[src/core/sdcd_pkg.sv]
// shared constants and types for the sdram command decoder
package sdcd_pkg;
	localparam int ROW_W   = 13;
	localparam int COL_W   = 9;
	localparam int BANKS   = 4;
	localparam int LANES   = 4;
	localparam int AP_BIT  = 10;
	localparam int DQM_LAT = 2;
	localparam logic [3:0] BANKS_IDLE_RST = 4'h0;

	// {cs_n, ras_n, cas_n, we_n}
	typedef enum logic [3:0] {
		SDCD_CMD_ACT   = 4'h3,
		SDCD_CMD_PRE   = 4'h2,
		SDCD_CMD_WRITE = 4'h4,
		SDCD_CMD_READ  = 4'h5,
		SDCD_CMD_MRS   = 4'h0,
		SDCD_CMD_NOP   = 4'h7,
		SDCD_CMD_STOP  = 4'h6,
		SDCD_CMD_REF   = 4'h1
	} sdcd_cmd_e;

	// gray along idle -> suspend/power-down/self-refresh
	typedef enum logic [1:0] {
		SDCD_RUN     = 2'h0,
		SDCD_SUSPEND = 2'h1,
		SDCD_PDOWN   = 2'h3,
		SDCD_SREF    = 2'h2
	} sdcd_mode_e;
endpackage

[src/core/sdcd_bank_if.sv]
// per-bank open/close requests from the decoder to a bank tracker
`timescale 1ns/100ps
interface sdcd_bank_if;
	logic       open;
	logic       close;
	logic [12:0] row;
	logic       active;
	logic [12:0] open_row;
	modport dec  (output open, output close, output row, input active, input open_row);
	modport bank (input open, input close, input row, output active, output open_row);
endinterface

[src/core/sdcd_bank.sv]
// state of one bank: idle or active with its open row
`timescale 1ns/100ps
module sdcd_bank (
	input  wire logic clk_i,
	input  wire logic reset_i,
	sdcd_bank_if.bank b
);
	typedef struct packed {
		logic        active;
		logic [12:0] row;
	} sdcd_bank_s;
	sdcd_bank_s q, d;

	always_comb begin
		d = q;
		if (b.open) begin
			d.active = 1'b1;
			d.row    = b.row;
		end else if (b.close) begin
			d.active = 1'b0;
		end
	end

	always_ff @(posedge clk_i) begin
		if (reset_i) begin
			q <= '0;
		end else begin
			q <= d;
		end
	end

	assign b.active   = q.active;
	assign b.open_row = q.row;
endmodule

[src/core/sdcd_decode.sv]
// command decoder, bank state and power mode control of the sdram
`timescale 1ns/100ps
// What this block does
// - commands sampled only on rising clock edge
// - row open latches bank and 13-bit row
// - writes after open use only byte masks
// - read/write decode, 9-bit column, autoprecharge flag
// - open/mode need idle, access needs active
// - burst stop valid only during a burst
// - refresh with clock gate high, else self-refresh
// - clock gate judged now and previous cycle
// - clock gate fall during a burst, or while active with a non-nop command, enters suspend
// - suspend exits on clock gate rise
// - power-down on gate fall with nop/deselect
// - power-down during burst becomes suspend
// - power-down exits on gate rise with nop
// - precharge one bank or all by flag
// - mode register takes bank and address bits
// - byte mask blocks write, read one clock later
module sdcd_decode #(
	parameter int BURST_LEN_MAX = 512
) (
	input  wire logic                        clk_i,
	input  wire logic                        reset_i,
	input  wire logic                        chip_select_n_i,
	input  wire logic                        row_strobe_n_i,
	input  wire logic                        col_strobe_n_i,
	input  wire logic                        write_enable_n_i,
	input  wire logic                        clock_gate_i,
	input  wire logic [1:0]                  bank_select_i,
	input  wire logic [sdcd_pkg::ROW_W-1:0]  address_i,
	input  wire logic [sdcd_pkg::LANES-1:0]  byte_lane_mask_i,
	input  wire logic                        burst_running_i,
	output logic [sdcd_pkg::BANKS-1:0]       bank_active_o,
	output logic [sdcd_pkg::ROW_W-1:0]       open_row_o,
	output logic [1:0]                       access_bank_o,
	output logic [sdcd_pkg::COL_W-1:0]       column_o,
	output logic                             read_o,
	output logic                             write_o,
	output logic                             autoprecharge_flag_bit_o,
	output logic                             burst_stop_o,
	output logic                             auto_refresh_o,
	output logic                             mode_set_o,
	output logic [14:0]                      mode_code_o,
	output logic                             illegal_cmd_o,
	output logic [1:0]                       power_mode_o,
	output logic [sdcd_pkg::LANES-1:0]       write_lane_en_o,
	output logic [sdcd_pkg::LANES-1:0]       read_lane_en_o
);
	typedef struct packed {
		logic                       gate_prev;
		sdcd_pkg::sdcd_mode_e       mode;
		logic [1:0]                 bank;
		logic [sdcd_pkg::ROW_W-1:0] row;
		logic [sdcd_pkg::COL_W-1:0] col;
		logic                       rd;
		logic                       wr;
		logic                       ap;
		logic                       stop;
		logic                       refresh;
		logic                       mset;
		logic [14:0]                mcode;
		logic                       bad;
		logic [sdcd_pkg::LANES-1:0] wlane;
		logic [sdcd_pkg::LANES-1:0] mask_d1;
		logic [sdcd_pkg::LANES-1:0] mask_d2;
	} sdcd_state_s;

	sdcd_state_s q, d;
	sdcd_bank_if bif [sdcd_pkg::BANKS] ();
	logic [sdcd_pkg::BANKS-1:0]  act;
	logic [sdcd_pkg::ROW_W-1:0]  rows [sdcd_pkg::BANKS];
	logic [sdcd_pkg::BANKS-1:0]  open_v;
	logic [sdcd_pkg::BANKS-1:0]  close_v;
	sdcd_pkg::sdcd_cmd_e         cmd;
	logic                        sel_active;
	logic                        any_active;
	logic                        nop_like;
	logic                        cmd_ok;

	genvar g;
	generate
		for (g = 0; g < sdcd_pkg::BANKS; g++) begin : g_bank
			assign bif[g].open  = open_v[g];
			assign bif[g].close = close_v[g];
			assign bif[g].row   = address_i;
			assign act[g]       = bif[g].active;
			assign rows[g]      = bif[g].open_row;
			sdcd_bank u_bank (
				.clk_i   (clk_i),
				.reset_i (reset_i),
				.b       (bif[g])
			);
		end
	endgenerate

	// inputs are synchronous; all decoding is on the sampled edge
	assign cmd = sdcd_pkg::sdcd_cmd_e'({chip_select_n_i, row_strobe_n_i,
		col_strobe_n_i, write_enable_n_i});
	assign sel_active = act[bank_select_i];
	assign any_active = |act;
	// deselect ignores strobes; all-high strobes is a no-operation
	assign nop_like   = chip_select_n_i || (cmd == sdcd_pkg::SDCD_CMD_NOP);
	// commands only count in run mode with the gate high last cycle
	assign cmd_ok     = (q.mode == sdcd_pkg::SDCD_RUN) && q.gate_prev && !chip_select_n_i;

	always_comb begin
		d          = q;
		open_v     = '0;
		close_v    = '0;
		d.gate_prev = clock_gate_i;
		d.rd       = 1'b0;
		d.wr       = 1'b0;
		d.stop     = 1'b0;
		d.refresh  = 1'b0;
		d.mset     = 1'b0;
		d.bad      = 1'b0;
		d.mask_d1  = byte_lane_mask_i;
		d.mask_d2  = q.mask_d1;
		// write data blocked in the same cycle, no other masking
		d.wlane    = ~byte_lane_mask_i;

		case (q.mode)
			sdcd_pkg::SDCD_RUN: begin
				if (q.gate_prev && !clock_gate_i) begin
					// gate fall: suspend beats power-down while busy
					if (any_active && (burst_running_i || !nop_like)) begin
						d.mode = sdcd_pkg::SDCD_SUSPEND;
					end else if (burst_running_i) begin
						d.mode = sdcd_pkg::SDCD_SUSPEND;
					end else if (nop_like) begin
						d.mode = sdcd_pkg::SDCD_PDOWN;
					end
				end
				if (cmd_ok) begin
					case (cmd)
						sdcd_pkg::SDCD_CMD_ACT: begin
							if (!sel_active) begin
								open_v[bank_select_i] = 1'b1;
							end else begin
								d.bad = 1'b1;
							end
						end
						sdcd_pkg::SDCD_CMD_PRE: begin
							if (address_i[sdcd_pkg::AP_BIT]) begin
								close_v = '1;
							end else begin
								close_v[bank_select_i] = 1'b1;
							end
						end
						sdcd_pkg::SDCD_CMD_READ,
						sdcd_pkg::SDCD_CMD_WRITE: begin
							if (sel_active) begin
								d.rd   = (cmd == sdcd_pkg::SDCD_CMD_READ);
								d.wr   = (cmd == sdcd_pkg::SDCD_CMD_WRITE);
								d.bank = bank_select_i;
								d.col  = address_i[sdcd_pkg::COL_W-1:0];
								d.ap   = address_i[sdcd_pkg::AP_BIT];
								d.row  = rows[bank_select_i];
								// flag only: the burst logic outside closes the bank
							end else begin
								d.bad = 1'b1;
							end
						end
						sdcd_pkg::SDCD_CMD_MRS: begin
							if (!any_active) begin
								d.mset  = 1'b1;
								d.mcode = {bank_select_i, address_i};
							end else begin
								d.bad = 1'b1;
							end
						end
						sdcd_pkg::SDCD_CMD_STOP: begin
							if (burst_running_i) begin
								d.stop = 1'b1;
							end else begin
								d.bad = 1'b1;
							end
						end
						sdcd_pkg::SDCD_CMD_REF: begin
							if (any_active) begin
								d.bad = 1'b1;
							end else if (clock_gate_i) begin
								d.refresh = 1'b1;
							end else begin
								d.mode = sdcd_pkg::SDCD_SREF;
							end
						end
						default: begin
						end
					endcase
				end
			end
			sdcd_pkg::SDCD_SUSPEND: begin
				// command inputs ignored here; exit on rise alone
				if (!q.gate_prev && clock_gate_i) begin
					d.mode = sdcd_pkg::SDCD_RUN;
				end
			end
			sdcd_pkg::SDCD_PDOWN,
			sdcd_pkg::SDCD_SREF: begin
				if (!q.gate_prev && clock_gate_i && nop_like) begin
					d.mode = sdcd_pkg::SDCD_RUN;
				end
			end
			default: begin
				d.mode = sdcd_pkg::SDCD_RUN;
			end
		endcase
	end

	// bank state registers once per cycle; the struct holds the rest
	always_ff @(posedge clk_i) begin
		if (reset_i) begin
			q      <= '0;
			q.mode <= sdcd_pkg::SDCD_RUN;
		end else begin
			q <= d;
		end
	end

	// output stages, each a flip-flop
	always_ff @(posedge clk_i) begin
		if (reset_i) begin
			bank_active_o            <= sdcd_pkg::BANKS_IDLE_RST;
			open_row_o               <= '0;
			access_bank_o            <= '0;
			column_o                 <= '0;
			read_o                   <= 1'b0;
			write_o                  <= 1'b0;
			autoprecharge_flag_bit_o <= 1'b0;
			burst_stop_o             <= 1'b0;
			auto_refresh_o           <= 1'b0;
			mode_set_o               <= 1'b0;
			mode_code_o              <= '0;
			illegal_cmd_o            <= 1'b0;
			power_mode_o             <= 2'h0;
			write_lane_en_o          <= '0;
			read_lane_en_o           <= '0;
		end else begin
			bank_active_o            <= act;
			open_row_o               <= q.row;
			access_bank_o            <= q.bank;
			column_o                 <= q.col;
			read_o                   <= q.rd;
			write_o                  <= q.wr;
			autoprecharge_flag_bit_o <= q.ap;
			burst_stop_o             <= q.stop;
			auto_refresh_o           <= q.refresh;
			mode_set_o               <= q.mset;
			mode_code_o              <= q.mcode;
			illegal_cmd_o            <= q.bad;
			power_mode_o             <= q.mode;
			write_lane_en_o          <= q.wlane;
			// mask three clocks before the read lane enable, one clock more than for writes
			read_lane_en_o           <= ~q.mask_d2;
		end
	end
endmodule

[config.mk]
export PLATFORM = sky130hd
export DESIGN_NAME = sdcd_decode
export DESIGN_NICKNAME = d
export VERILOG_FILES = /design/src/core/sdcd_pkg.sv /design/src/core/sdcd_bank_if.sv /design/src/core/sdcd_bank.sv /design/src/core/sdcd_decode.sv
export SDC_FILE = /design/constraint.sdc
export NUM_CORES = 1
export LEC_CHECK = 0
export ABC_CLOCK_PERIOD_IN_PS = 3300
export BUFFER_PORTS_ARGS = -buffer_cell sky130_fd_sc_hd__buf_4
export CORE_MARGIN = 2
export CORE_UTILIZATION = 30
export CTS_CLUSTER_DIAMETER = 200
export DETAILED_ROUTE_END_ITERATION = 12
export MAX_ROUTING_LAYER = met4
export SLEW_MARGIN = 30
export SYNTH_ARGS = -nofsm -noshare
export SYNTH_HDL_FRONTEND = slang
export SYNTH_HIERARCHICAL = 1
export SYNTH_SLANG_ARGS = --single-unit
[constraint.sdc]
create_clock -name clk_i -period 3.3 [get_ports clk_i]
set_clock_uncertainty 0.2 [all_clocks]
set_input_delay 0.33 -clock clk_i [delete_from_list [all_inputs] [get_ports clk_i]]
set_output_delay 0.33 -clock clk_i [all_outputs]
set_load 0.02 [all_outputs]
==> results_dict.tcl, run 1 <==
set metrics [dict create \
    outcome "finished, final reports clean" \
    grt_pass1_vias 3892 \
    cts_tree "built" \
    grt_max_degree 44 \
    path_clk_slew_ps 70 \
    maxCapViolCount 0 \
    post-dp-hpwl_mm 8.18 \
    synth-simple-area-share_pct 15.6 \
    muxShareOfSynthArea_pct 15.9 \
    fp.dieW_um 148 \
    core.rowCount 52 \
    via_per_inst 4.26 \
    yosysWarnings 6 \
    place_inst 886 \
    drtAntennaViolNets 0 \
    path_cells "dlygate4sd3_1, buf_4, or4b_1, or3_1, nor3b_2, buf_4, mux2i_1, nor2_1" \
    async_flop_share_pct 0 \
    synth.area.top_cells "dfxtp_1 57%, mux2i_1 11%, nor2_1 5.2%" \
    r2r-start "q[59]" \
    fin_tns_setup_ps 0 \
    dr_total_vias 3987 \
    cts_buffers 17 \
    synthCells 554 \
    initialDrtViolationCount 226 \
    grt-ovfl-total 0 \
    relSlewSlack_pct 72.1 \
    ios 87 \
    final_common_cell "dfxtp_1" \
    setup_viol 0 \
    fin_nets 680 \
    netlist.area_leader.share_pct 57.2 \
    layout_common_cells "177 x dfxtp_1, 99 x buf_4, 85 x nor2_1" \
    ys_seq_area_share_pct 57.2 \
    yosysTopAreaCell "dfxtp_1" \
    period_share_pct 84.5 \
    cpPeakStageDelay_ps 620 \
    routed_wl_mm 12.6 \
    port_buffers 86 \
    core_um2 20200 \
    antenna_found_initial 0 \
    synth_edf_count 0 \
    timing.rr.end "g_bank[2].u_bank/b.open_row[4]" \
    fin_util_pct 38.7 \
    initial_core_util_pct 30.6 \
    dpl_worst_slack_ps 474 \
    hold_violations 0 \
    cp_max_fo 14 \
    r2r_slack_ps 680 \
    die_y_um 148 \
    ctsLongestPathBuffers 2 \
    syn-num-nets 581 \
    end_kind "flop" \
    startpoint "chip_select_n_i" \
    worst_hold_slack_ps 19.9 \
    ir_drop_v 0.000377 \
    crit_top_cell "buf_4" \
    hold_class "input port to flop" \
    dr.pass1.iters 4 \
    ys_ff_latch 177 \
    yosys.area_share.adder_pct 0 \
    tightest_slew_ps 419 \
    maxSlewViolCount 0 \
    htree_levels 4 \
    cts_setup_buffers 0 \
    synth_top_family_by_area "multiplexers" \
    n_antenna_cell 0 \
    ys_types 32 \
    clk_latency_ps 430 \
    synthFlopType "dfxtp_1" \
    arrival_ps 2890 \
    fmax_ghz 0.358 \
    critPathSlowestCell "or4b_1" \
    syn_area_um2 6190 \
    wl_per_cell_um 13.5 \
    synth_compound_area_share_pct 5.23 \
    root_buffer "clkbuf_16" \
    drcViolationCount 0 \
    final_cells 936 \
    area_growth_pct 26.6 \
    rsz0062_at_grt "no" \
    gp_congestion 0.744 \
    grtUsageTotal_pct 12.6 \
    cp-start-kind "input port" \
    cts_resized 0 \
    synth_area_per_cell_um2 11.2 \
    cts_sinks 177 \
    period_needed_ps 2790 \
    p_leak_uw 0.00324 \
    worstSetupEndpoint "g_bank[2].u_bank/b.open_row[4]" \
    dieArea_um2 21800 \
    ff2ff_path_depth 6 \
    cp.required_ps 3400 \
    drive_above_1_share_pct 22.4 \
    grt_pass1_wl_mm 20.8 \
    p_per_area_nw_per_um2 566 \
    synth-xor-area-share_pct 0 \
    worst_slack_ps 510 \
    path_class "input port to flop" \
]
-- report_power, final --
part           internal (uW)  total, uW  switching, uW
clock                   1180       2100            923
sequential              2150       2160           5.40
combinational           78.9        176           96.9
total                   3410       4430           1030
-- worst min path at each step --
stage	start	end	slack (ps)	cells after the start
final	address_i[8]	g_bank[3].u_bank/b.open_row[8]	20	3
after global routing	address_i[4]	q[38]	10	2
after CTS	address_i[4]	g_bank[0].u_bank/b.open_row[4]	4	3
after detailed placement	q[2]	read_lane_en_o[2]	180	1
after global placement	q[1]	read_lane_en_o[1]	170	1
after floorplan	q[0]	read_lane_en_o[0]	170	1
-- kinds of logic after synthesis --
kind of cell | count (synthesis)
and+or+nand+nor | 186
buffers and inverters | 68
DFF | 177
muxes | 81
AOI/OAI and AO/OA | 42
-- routing by layer --
metal / share of wire (%) / global-route usage (%) / up-vias
li1: - / - / 2038
met1: 50 / 16.1 / 1864
met2: 45 / 19.1 / 64
met3: 3.3 / 2.81 / 21
met4: 2.1 / 5.77 / 0
met5: 0 / - / -
-- synth_stat cells (2+ instances only) --
| cell | n |
|---|---|
| dfxtp_1 | 177 |
| nor2_1 | 85 |
| mux2i_1 | 67 |
| nor2b_1 | 45 |
| nand2b_1 | 32 |
| inv_1 | 31 |
| a2bb2oi_1 | 25 |
| clkbuf_1 | 17 |
| mux4_2 | 14 |
| buf_2 | 9 |
| a21oi_1 | 7 |
| buf_6 | 5 |
| nor3_1 | 5 |
| buf_12 | 4 |
| nand2_1 | 4 |
| nor3b_1 | 4 |
| o21a_1 | 4 |
| a211oi_1 | 2 |
| buf_1 | 2 |
| o21ai_0 | 2 |
| or3_1 | 2 |
-- flip-flops by register name (all words and copies together) (netlist names) --
register and count:
write_o 1, bank_active_o 4, burst_stop_o 1, write_lane_en_o 4
g_bank.u_bank/b.open_row 52, illegal_cmd_o 1, read_o 1, open_row_o 13
mode_set_o 1, column_o 9, autoprecharge_flag_bit_o 1, auto_refresh_o 1
d 4, power_mode_o 2, access_bank_o 2, g_bank.u_bank/b.active 4
mode_code_o 15, q 57, read_lane_en_o 4
-- layout make-up --
cell class,instances,area (um^2)
well taps,270,338
inverters,31,116
clock buffers,18,439
repair buffers,117,923
clock inverters,14,186
multi-input cells,309,2290
fillers,1968,12400
flip-flops and latches,177,3540
-- critical path, delay by kind of cell --
| family | cells | cell delay (ps) |
|---|---|---|
| simple gates | 4 | 1370 |
| buf+inv | 3 | 970 |
| mux | 1 | 210 |
-- through the flow --
| step | area [um^2] | total power, uW |
|---|---|---|
| 2_1_floorplan | 6190 | 2290 |
| 3_3_place_gp | 7030 | 2370 |
| 3_5_place_dp | 7030 | 2370 |
| 4_1_cts | 7840 | 4500 |
| 5_1_grt | 7840 | 4600 |
| 6_report | 7840 | 4430 |
-- repair_timing --
| item | 4_1_cts | 5_1_grt |
|---|---|---|
| setup endpoints to repair | 0 | 0 |
| hold endpoints to repair | 53 | 0 |
| hold buffers | 18 | 0 |
No activity file was read; power rests on OpenSTA's default activity.
==> inputs of run 2 (changes only) <==
ABC_CLOCK_PERIOD_IN_PS = 2900   (was 3300)
clock period = 2.9 ns   (was 3.3 ns; I/O delays follow)
==> run 2 against run 1 <==
Register-to-register slack got worse by 280 ps. Via count about the same. Combinational power increased by 18%. Flip-flop and latch count unchanged. Wire length decreased by 0.59%. Largest cell class unchanged.
==> results_dict.tcl, run 2 (synthesis results as in run 1) <==
set metrics [dict create \
    ff2ff_path_depth 6 \
    initial_core_util_pct 30.6 \
    outcome "finished, final reports clean" \
    htree_levels 4 \
    cts_buffers 17 \
    wl_per_cell_um 13.4 \
    grtUsageTotal_pct 12.4 \
    path_class "input port to flop" \
    core.rowCount 52 \
    hold_violations 0 \
    arrival_ps 2740 \
    hold_class "input port to flop" \
    fin_tns_setup_ps 0 \
    area_growth_pct 26.0 \
    dr.pass1.iters 4 \
    power_switching_uw 1100 \
    fin_nets 682 \
    p_leak_uw 0.00322 \
    antenna_found_initial 0 \
    setup_viol 0 \
    ctsLongestPathBuffers 2 \
    r2r-start "q[59]" \
    maxSlewViolCount 0 \
    largest-register "q" \
    ios 87 \
    post-dp-hpwl_mm 7.96 \
    cp_max_fo 14 \
    relSlewSlack_pct 67.4 \
    timing.rr.end "g_bank[2].u_bank/b.open_row[5]" \
    port_buffers 86 \
    fp.dieW_um 148 \
    via_per_inst 4.26 \
    grt_pass1_vias 3898 \
    p_seq_share_pct 51.4 \
    tightest_slew_ps 489 \
    maxCapViolCount 0 \
    worstHoldStart "col_strobe_n_i" \
    whs_path_depth 4 \
    grt_max_degree 101 \
    cts_tree "built" \
    netSwitchingFraction_pct 23.0 \
    p_int_uw 3680 \
    n_antenna_cell 0 \
    cts_resized 0 \
    r2r_slack_ps 400 \
    grt_pass1_wl_mm 20.7 \
    cp-start-kind "input port" \
    num-fill-cells 1972 \
    path_clk_slew_ps 70 \
    grt-ovfl-total 0 \
    fmax_ghz 0.378 \
    clk_latency_ps 420 \
    drtAntennaViolNets 0 \
    period_share_pct 91.2 \
    largest_reg_flops 57 \
    cts_sinks 177 \
    ir_drop_v 0.000252 \
    rsz0062_at_grt "no" \
    core_um2 20200 \
    layout_common_cells "177 x dfxtp_1, 96 x buf_4, 85 x nor2_1" \
    routed_wl_mm 12.5 \
    gp_congestion 0.749 \
    die_y_um 148 \
    postCtsHoldBufs 21 \
    end_kind "flop" \
    total_power_uw 4770 \
    min_to "q[28]" \
    root_buffer "clkbuf_16" \
    initialDrtViolationCount 246 \
    final_common_cell "dfxtp_1" \
    cp.required_ps 3000 \
    period_needed_ps 2650 \
    p_per_area_nw_per_um2 612 \
    p_comb_share_pct 4.3 \
    cts_setup_buffers 0 \
    drive_above_1_share_pct 21.9 \
    pwr-share-clk_pct 44.2 \
    drcViolationCount 0 \
    dieArea_um2 21800 \
    dr_total_vias 3985 \
]
run 2: cell count changes in the layout (fill, tap and decap cells not counted):
cell,delta
clkinv_2,+2
inv_8,-1
buf_4,-3
clkinv_8,-2
bufinv_16,-2
buf_12,+2
dlygate4sd3_1,+3
clkinv_4,+1
run 2: layout make-up:
class	instances	area (um^2)	area share, %
multi-input cells	309	2290	29.4
repair buffers	119	971	12.4
well taps	270	338	4.33
flip-flops and latches	177	3540	45.4
clock buffers	18	439	5.63
inverters	31	116	1.49
clock inverters	12	101	1.30
run 2: per-stage QoR:
| step | cell area [um^2] | worst slack [ps] | instances | hold slack (ps) | utilization, % |
|---|---|---|---|---|---|
| 5_1_grt | 7800 | 139 | 936 | 26.7 | 38.5 |
| 6_report | 7800 | 254 | 936 | 38.4 | 38.5 |
| 2_1_floorplan | 6190 | 374 | 554 | 157 | - |
| 4_1_cts | 7800 | 267 | 936 | 9.74 | 38.5 |
| 3_3_place_gp | 7050 | 419 | 885 | 170 | 34.8 |
| 3_5_place_dp | 7050 | 390 | 885 | 171 | 34.8 |
run 2: critical path, cell delays in order:
cell           delay (ps)
dlygate4sd3_1         540
buf_4                 150
or4b_1                500
or3_1                 480
nor3b_2               180
buf_4                 290
mux2i_1               240
nor2_1                 60
run 2: power groups by stage:
stage                     clock (uW)  combinational (uW)  sequential (uW)
after floorplan                    0                89.7             2520
after global placement             0                 186             2510
after detailed placement           0                 187             2510
after CTS                       2170                 210             2460
after global routing            2290                 225             2460
final                           2110                 207             2460
run 2: routing by layer:
| metal | GRT usage, % | part of all wire (%) | vias up |
|---|---|---|---|
| met5 | - | 0 | - |
| met4 | 4.47 | 1.3 | 0 |
| met3 | 2.75 | 3.5 | 11 |
| met2 | 17.9 | 44 | 79 |
| met1 | 17.0 | 51 | 1857 |
| li1 | - | - | 2038 |
run 2: worst max path at each step:
stage / start / to / slack, ps / depth (start not counted)
detailed placement: chip_select_n_i / g_bank[0].u_bank/b.open_row[10] / 390 / 7
finish: chip_select_n_i / g_bank[2].u_bank/b.open_row[5] / 250 / 8
global route: chip_select_n_i / g_bank[2].u_bank/b.open_row[5] / 140 / 8
floorplan: bank_select_i[0] / g_bank[2].u_bank/b.open_row[1] / 370 / 8
global placement: chip_select_n_i / g_bank[0].u_bank/b.open_row[1] / 420 / 7
CTS: chip_select_n_i / g_bank[0].u_bank/b.open_row[10] / 270 / 8
==> inputs of run 3 (changes only) <==
SYNTH_HIERARCHICAL = unset   (was 1)
==> run 3 against run 2 <==
Worst setup slack got worse by 22 ps. Wire length increased by 5.0%. Worst hold slack got worse by 8.7 ps. Utilization increased by 0.55 points. Synthesized cell count increased by 7.9%. Non-clock buffer count decreased by 2. Sequential share of layout area decreased by 0.93 points. Sequential power about the same. Clock-buffer cell count increased by 2. Clock power increased by 10%. Register-to-register slack got worse by 20 ps. Die area increased by 1.4%. Largest power group unchanged. Highest routed layer unchanged.
==> results_dict.tcl, run 3 <==
set metrics [dict create \
    syn_area_um2 6280 \
    synthCells 598 \
    syn-num-nets 625 \
    largest-register "q" \
    outcome "finished, final reports clean" \
    place_inst 922 \
    grt-ovfl-total 0 \
    path_cells "dlygate4sd3_1, buf_4, or4b_4, or4_1, nor4_1, dlygate4sd3_1" \
    grt_max_degree 146 \
    maxCapViolCount 0 \
    arrival_ps 2830 \
    drcViolationCount 0 \
    setup_viol 0 \
    r2r_slack_ps 380 \
    ff2ff_path_depth 4 \
    fmax_ghz 0.375 \
    drive_above_1_share_pct 23.9 \
    cts_buffers 17 \
    clk_latency_ps 420 \
    cts_tree "built" \
    layout_common_cells "177 x dfxtp_1, 93 x buf_4, 89 x nor2_1" \
    fin_util_pct 39.1 \
    port_buffers 86 \
    core.rowCount 52 \
    via_per_inst 4.26 \
    period_share_pct 92.0 \
    synth.area.top_cells "dfxtp_1 56%, mux2i_1 8.3%, nor2_1 5.3%" \
    antenna_found_initial 0 \
    post-dp-hpwl_mm 8.04 \
    async_flop_share_pct 0 \
    p_comb_share_pct 4.3 \
    synthTopCellsByCount "177 x dfxtp_1, 89 x nor2_1, 52 x mux2i_1" \
    crit_top_cell "dlygate4sd3_1" \
    final_cells 976 \
    yosysMostFrequentCell "dfxtp_1" \
    period_needed_ps 2670 \
    p_leak_uw 0.00325 \
    p_per_area_nw_per_um2 628 \
    final_common_cell "dfxtp_1" \
    stdcell_area_um2 7960 \
    cp.required_ps 3060 \
    ys_ff_latch 177 \
    maxSlewViolCount 0 \
    ctsLongestPathBuffers 2 \
    drtAntennaViolNets 0 \
    synth_edf_count 0 \
    dr.pass1.iters 6 \
    n_antenna_cell 0 \
    hold_class "input port to flop" \
    cp-start-kind "input port" \
    path_class "input port to flop" \
    fp.dieW_um 149 \
    die_y_um 149 \
    path_clk_slew_ps 60 \
    core_um2 20400 \
    grt_pass1_wl_mm 21.3 \
    tightest_slew_ps 635 \
    p_int_uw 3930 \
    cpPeakStageDelay_ps 610 \
    hold_violations 0 \
    startpoint "chip_select_n_i" \
    cp_max_fo 10 \
    routed_wl_mm 13.2 \
    p_seq_share_pct 49.2 \
    critPathSlowestCell "or4b_4" \
    r2r-start "q[59]" \
    worstHoldStart "reset_i" \
    grt_pass1_vias 4057 \
    fin_tns_setup_ps 0 \
    rsz0062_at_grt "no" \
    area_growth_pct 26.8 \
    synth_area_per_cell_um2 10.5 \
    total_power_uw 5000 \
    gp_congestion 0.763 \
    wl_per_cell_um 13.5 \
    dr_total_vias 4161 \
    pwr-share-clk_pct 46.5 \
    fin_nets 721 \
    cts_sinks 177 \
    largest_reg_flops 57 \
    ys_types 38 \
    netlist.area_leader.share_pct 56.4 \
    initial_core_util_pct 30.8 \
    whs_path_depth 4 \
    synthFlopType "dfxtp_1" \
    htree_levels 4 \
    relSlewSlack_pct 57.7 \
    yosysTopAreaCell "dfxtp_1" \
    ir_drop_v 0.000348 \
    netSwitchingFraction_pct 21.4 \
    end_kind "flop" \
    initialDrtViolationCount 281 \
    yosysWarnings 0 \
    dieArea_um2 22100 \
    root_buffer "clkbuf_16" \
    grtUsageTotal_pct 12.8 \
    ios 87 \
    ys_seq_area_share_pct 56.4 \
    dpl_cell_area_um2 7130 \
    power_switching_uw 1070 \
]
## run 3: cell count changes after synthesis, sizes merged, moves of 5 or more
| cell | previous run | this run |
|---|---|---|
| nor4 | 2 | 7 |
| a21oi | 7 | 50 |
| mux2i | 67 | 52 |
| a2bb2oi | 25 | 0 |
| clkbuf | 17 | 28 |
| nand2b | 32 | 27 |
| buf | 20 | 12 |
| nand2 | 4 | 35 |
## run 3: final timing paths
path / end
min reg2reg: read_lane_en_o[3]
max reg2reg: q[28]
min: q[12]
max: q[28]
## run 3: what timing repair did
action / CTS / global route
hold buffers: 23 / 0
setup endpoints to repair: 0 / 1
hold endpoints to repair: 84 / 0
setup buffers: 0 / 0
gates resized for setup: 0 / 1
## run 3: kinds of logic after synthesis
| logic type | count (synthesis) | share of synthesized area (%) |
|---|---|---|
| and+or+nand+nor | 220 | 19.2 |
| DFF | 177 | 56.4 |
| buffers and inverters | 73 | 5.26 |
| muxes | 66 | 13.3 |
| AOI/OAI and AO/OA | 62 | 5.82 |
## run 3: per-layer routing
layer / share of wire, % / global-route usage [%] / vias to the layer above
li1: - / - / 2143
met1: 48 / 16.1 / 1937
met2: 47 / 20.0 / 72
met3: 3.8 / 3.07 / 9
met4: 1.2 / 4.86 / 0
met5: 0 / - / -
## run 3: critical path, delay by kind of cell
family / cells / cell delay (ps)
buf+inv: 3 / 1260
simple gates: 3 / 1280
## run 3: power groups by stage
stage | logic [uW] | registers, uW | clock network [uW]
after global placement | 194 | 2510 | 0
after CTS | 219 | 2460 | 2390
after detailed placement | 194 | 2510 | 0
final | 217 | 2460 | 2320
after floorplan | 105 | 2520 | 0
after global routing | 235 | 2460 | 2520
## run 3: final cells by class
cell class | count | area, um^2
Clock buffer | 20 | 447
Sequential cell | 177 | 3540
Multi-Input combinational cell | 348 | 2410
Timing Repair Buffer | 117 | 948
Fill cell | 1987 | 12400
Clock inverter | 11 | 155
Inverter | 33 | 124
Tap cell | 270 | 338
## run 3: stage by stage
step | setup slack, ps | hold slack, ps
detailed placement | 400 | 169
finish | 232 | 29.6
global route | 196 | 29.9
global placement | 418 | 170
floorplan | 671 | 157
CTS | 23.7 | 6.31
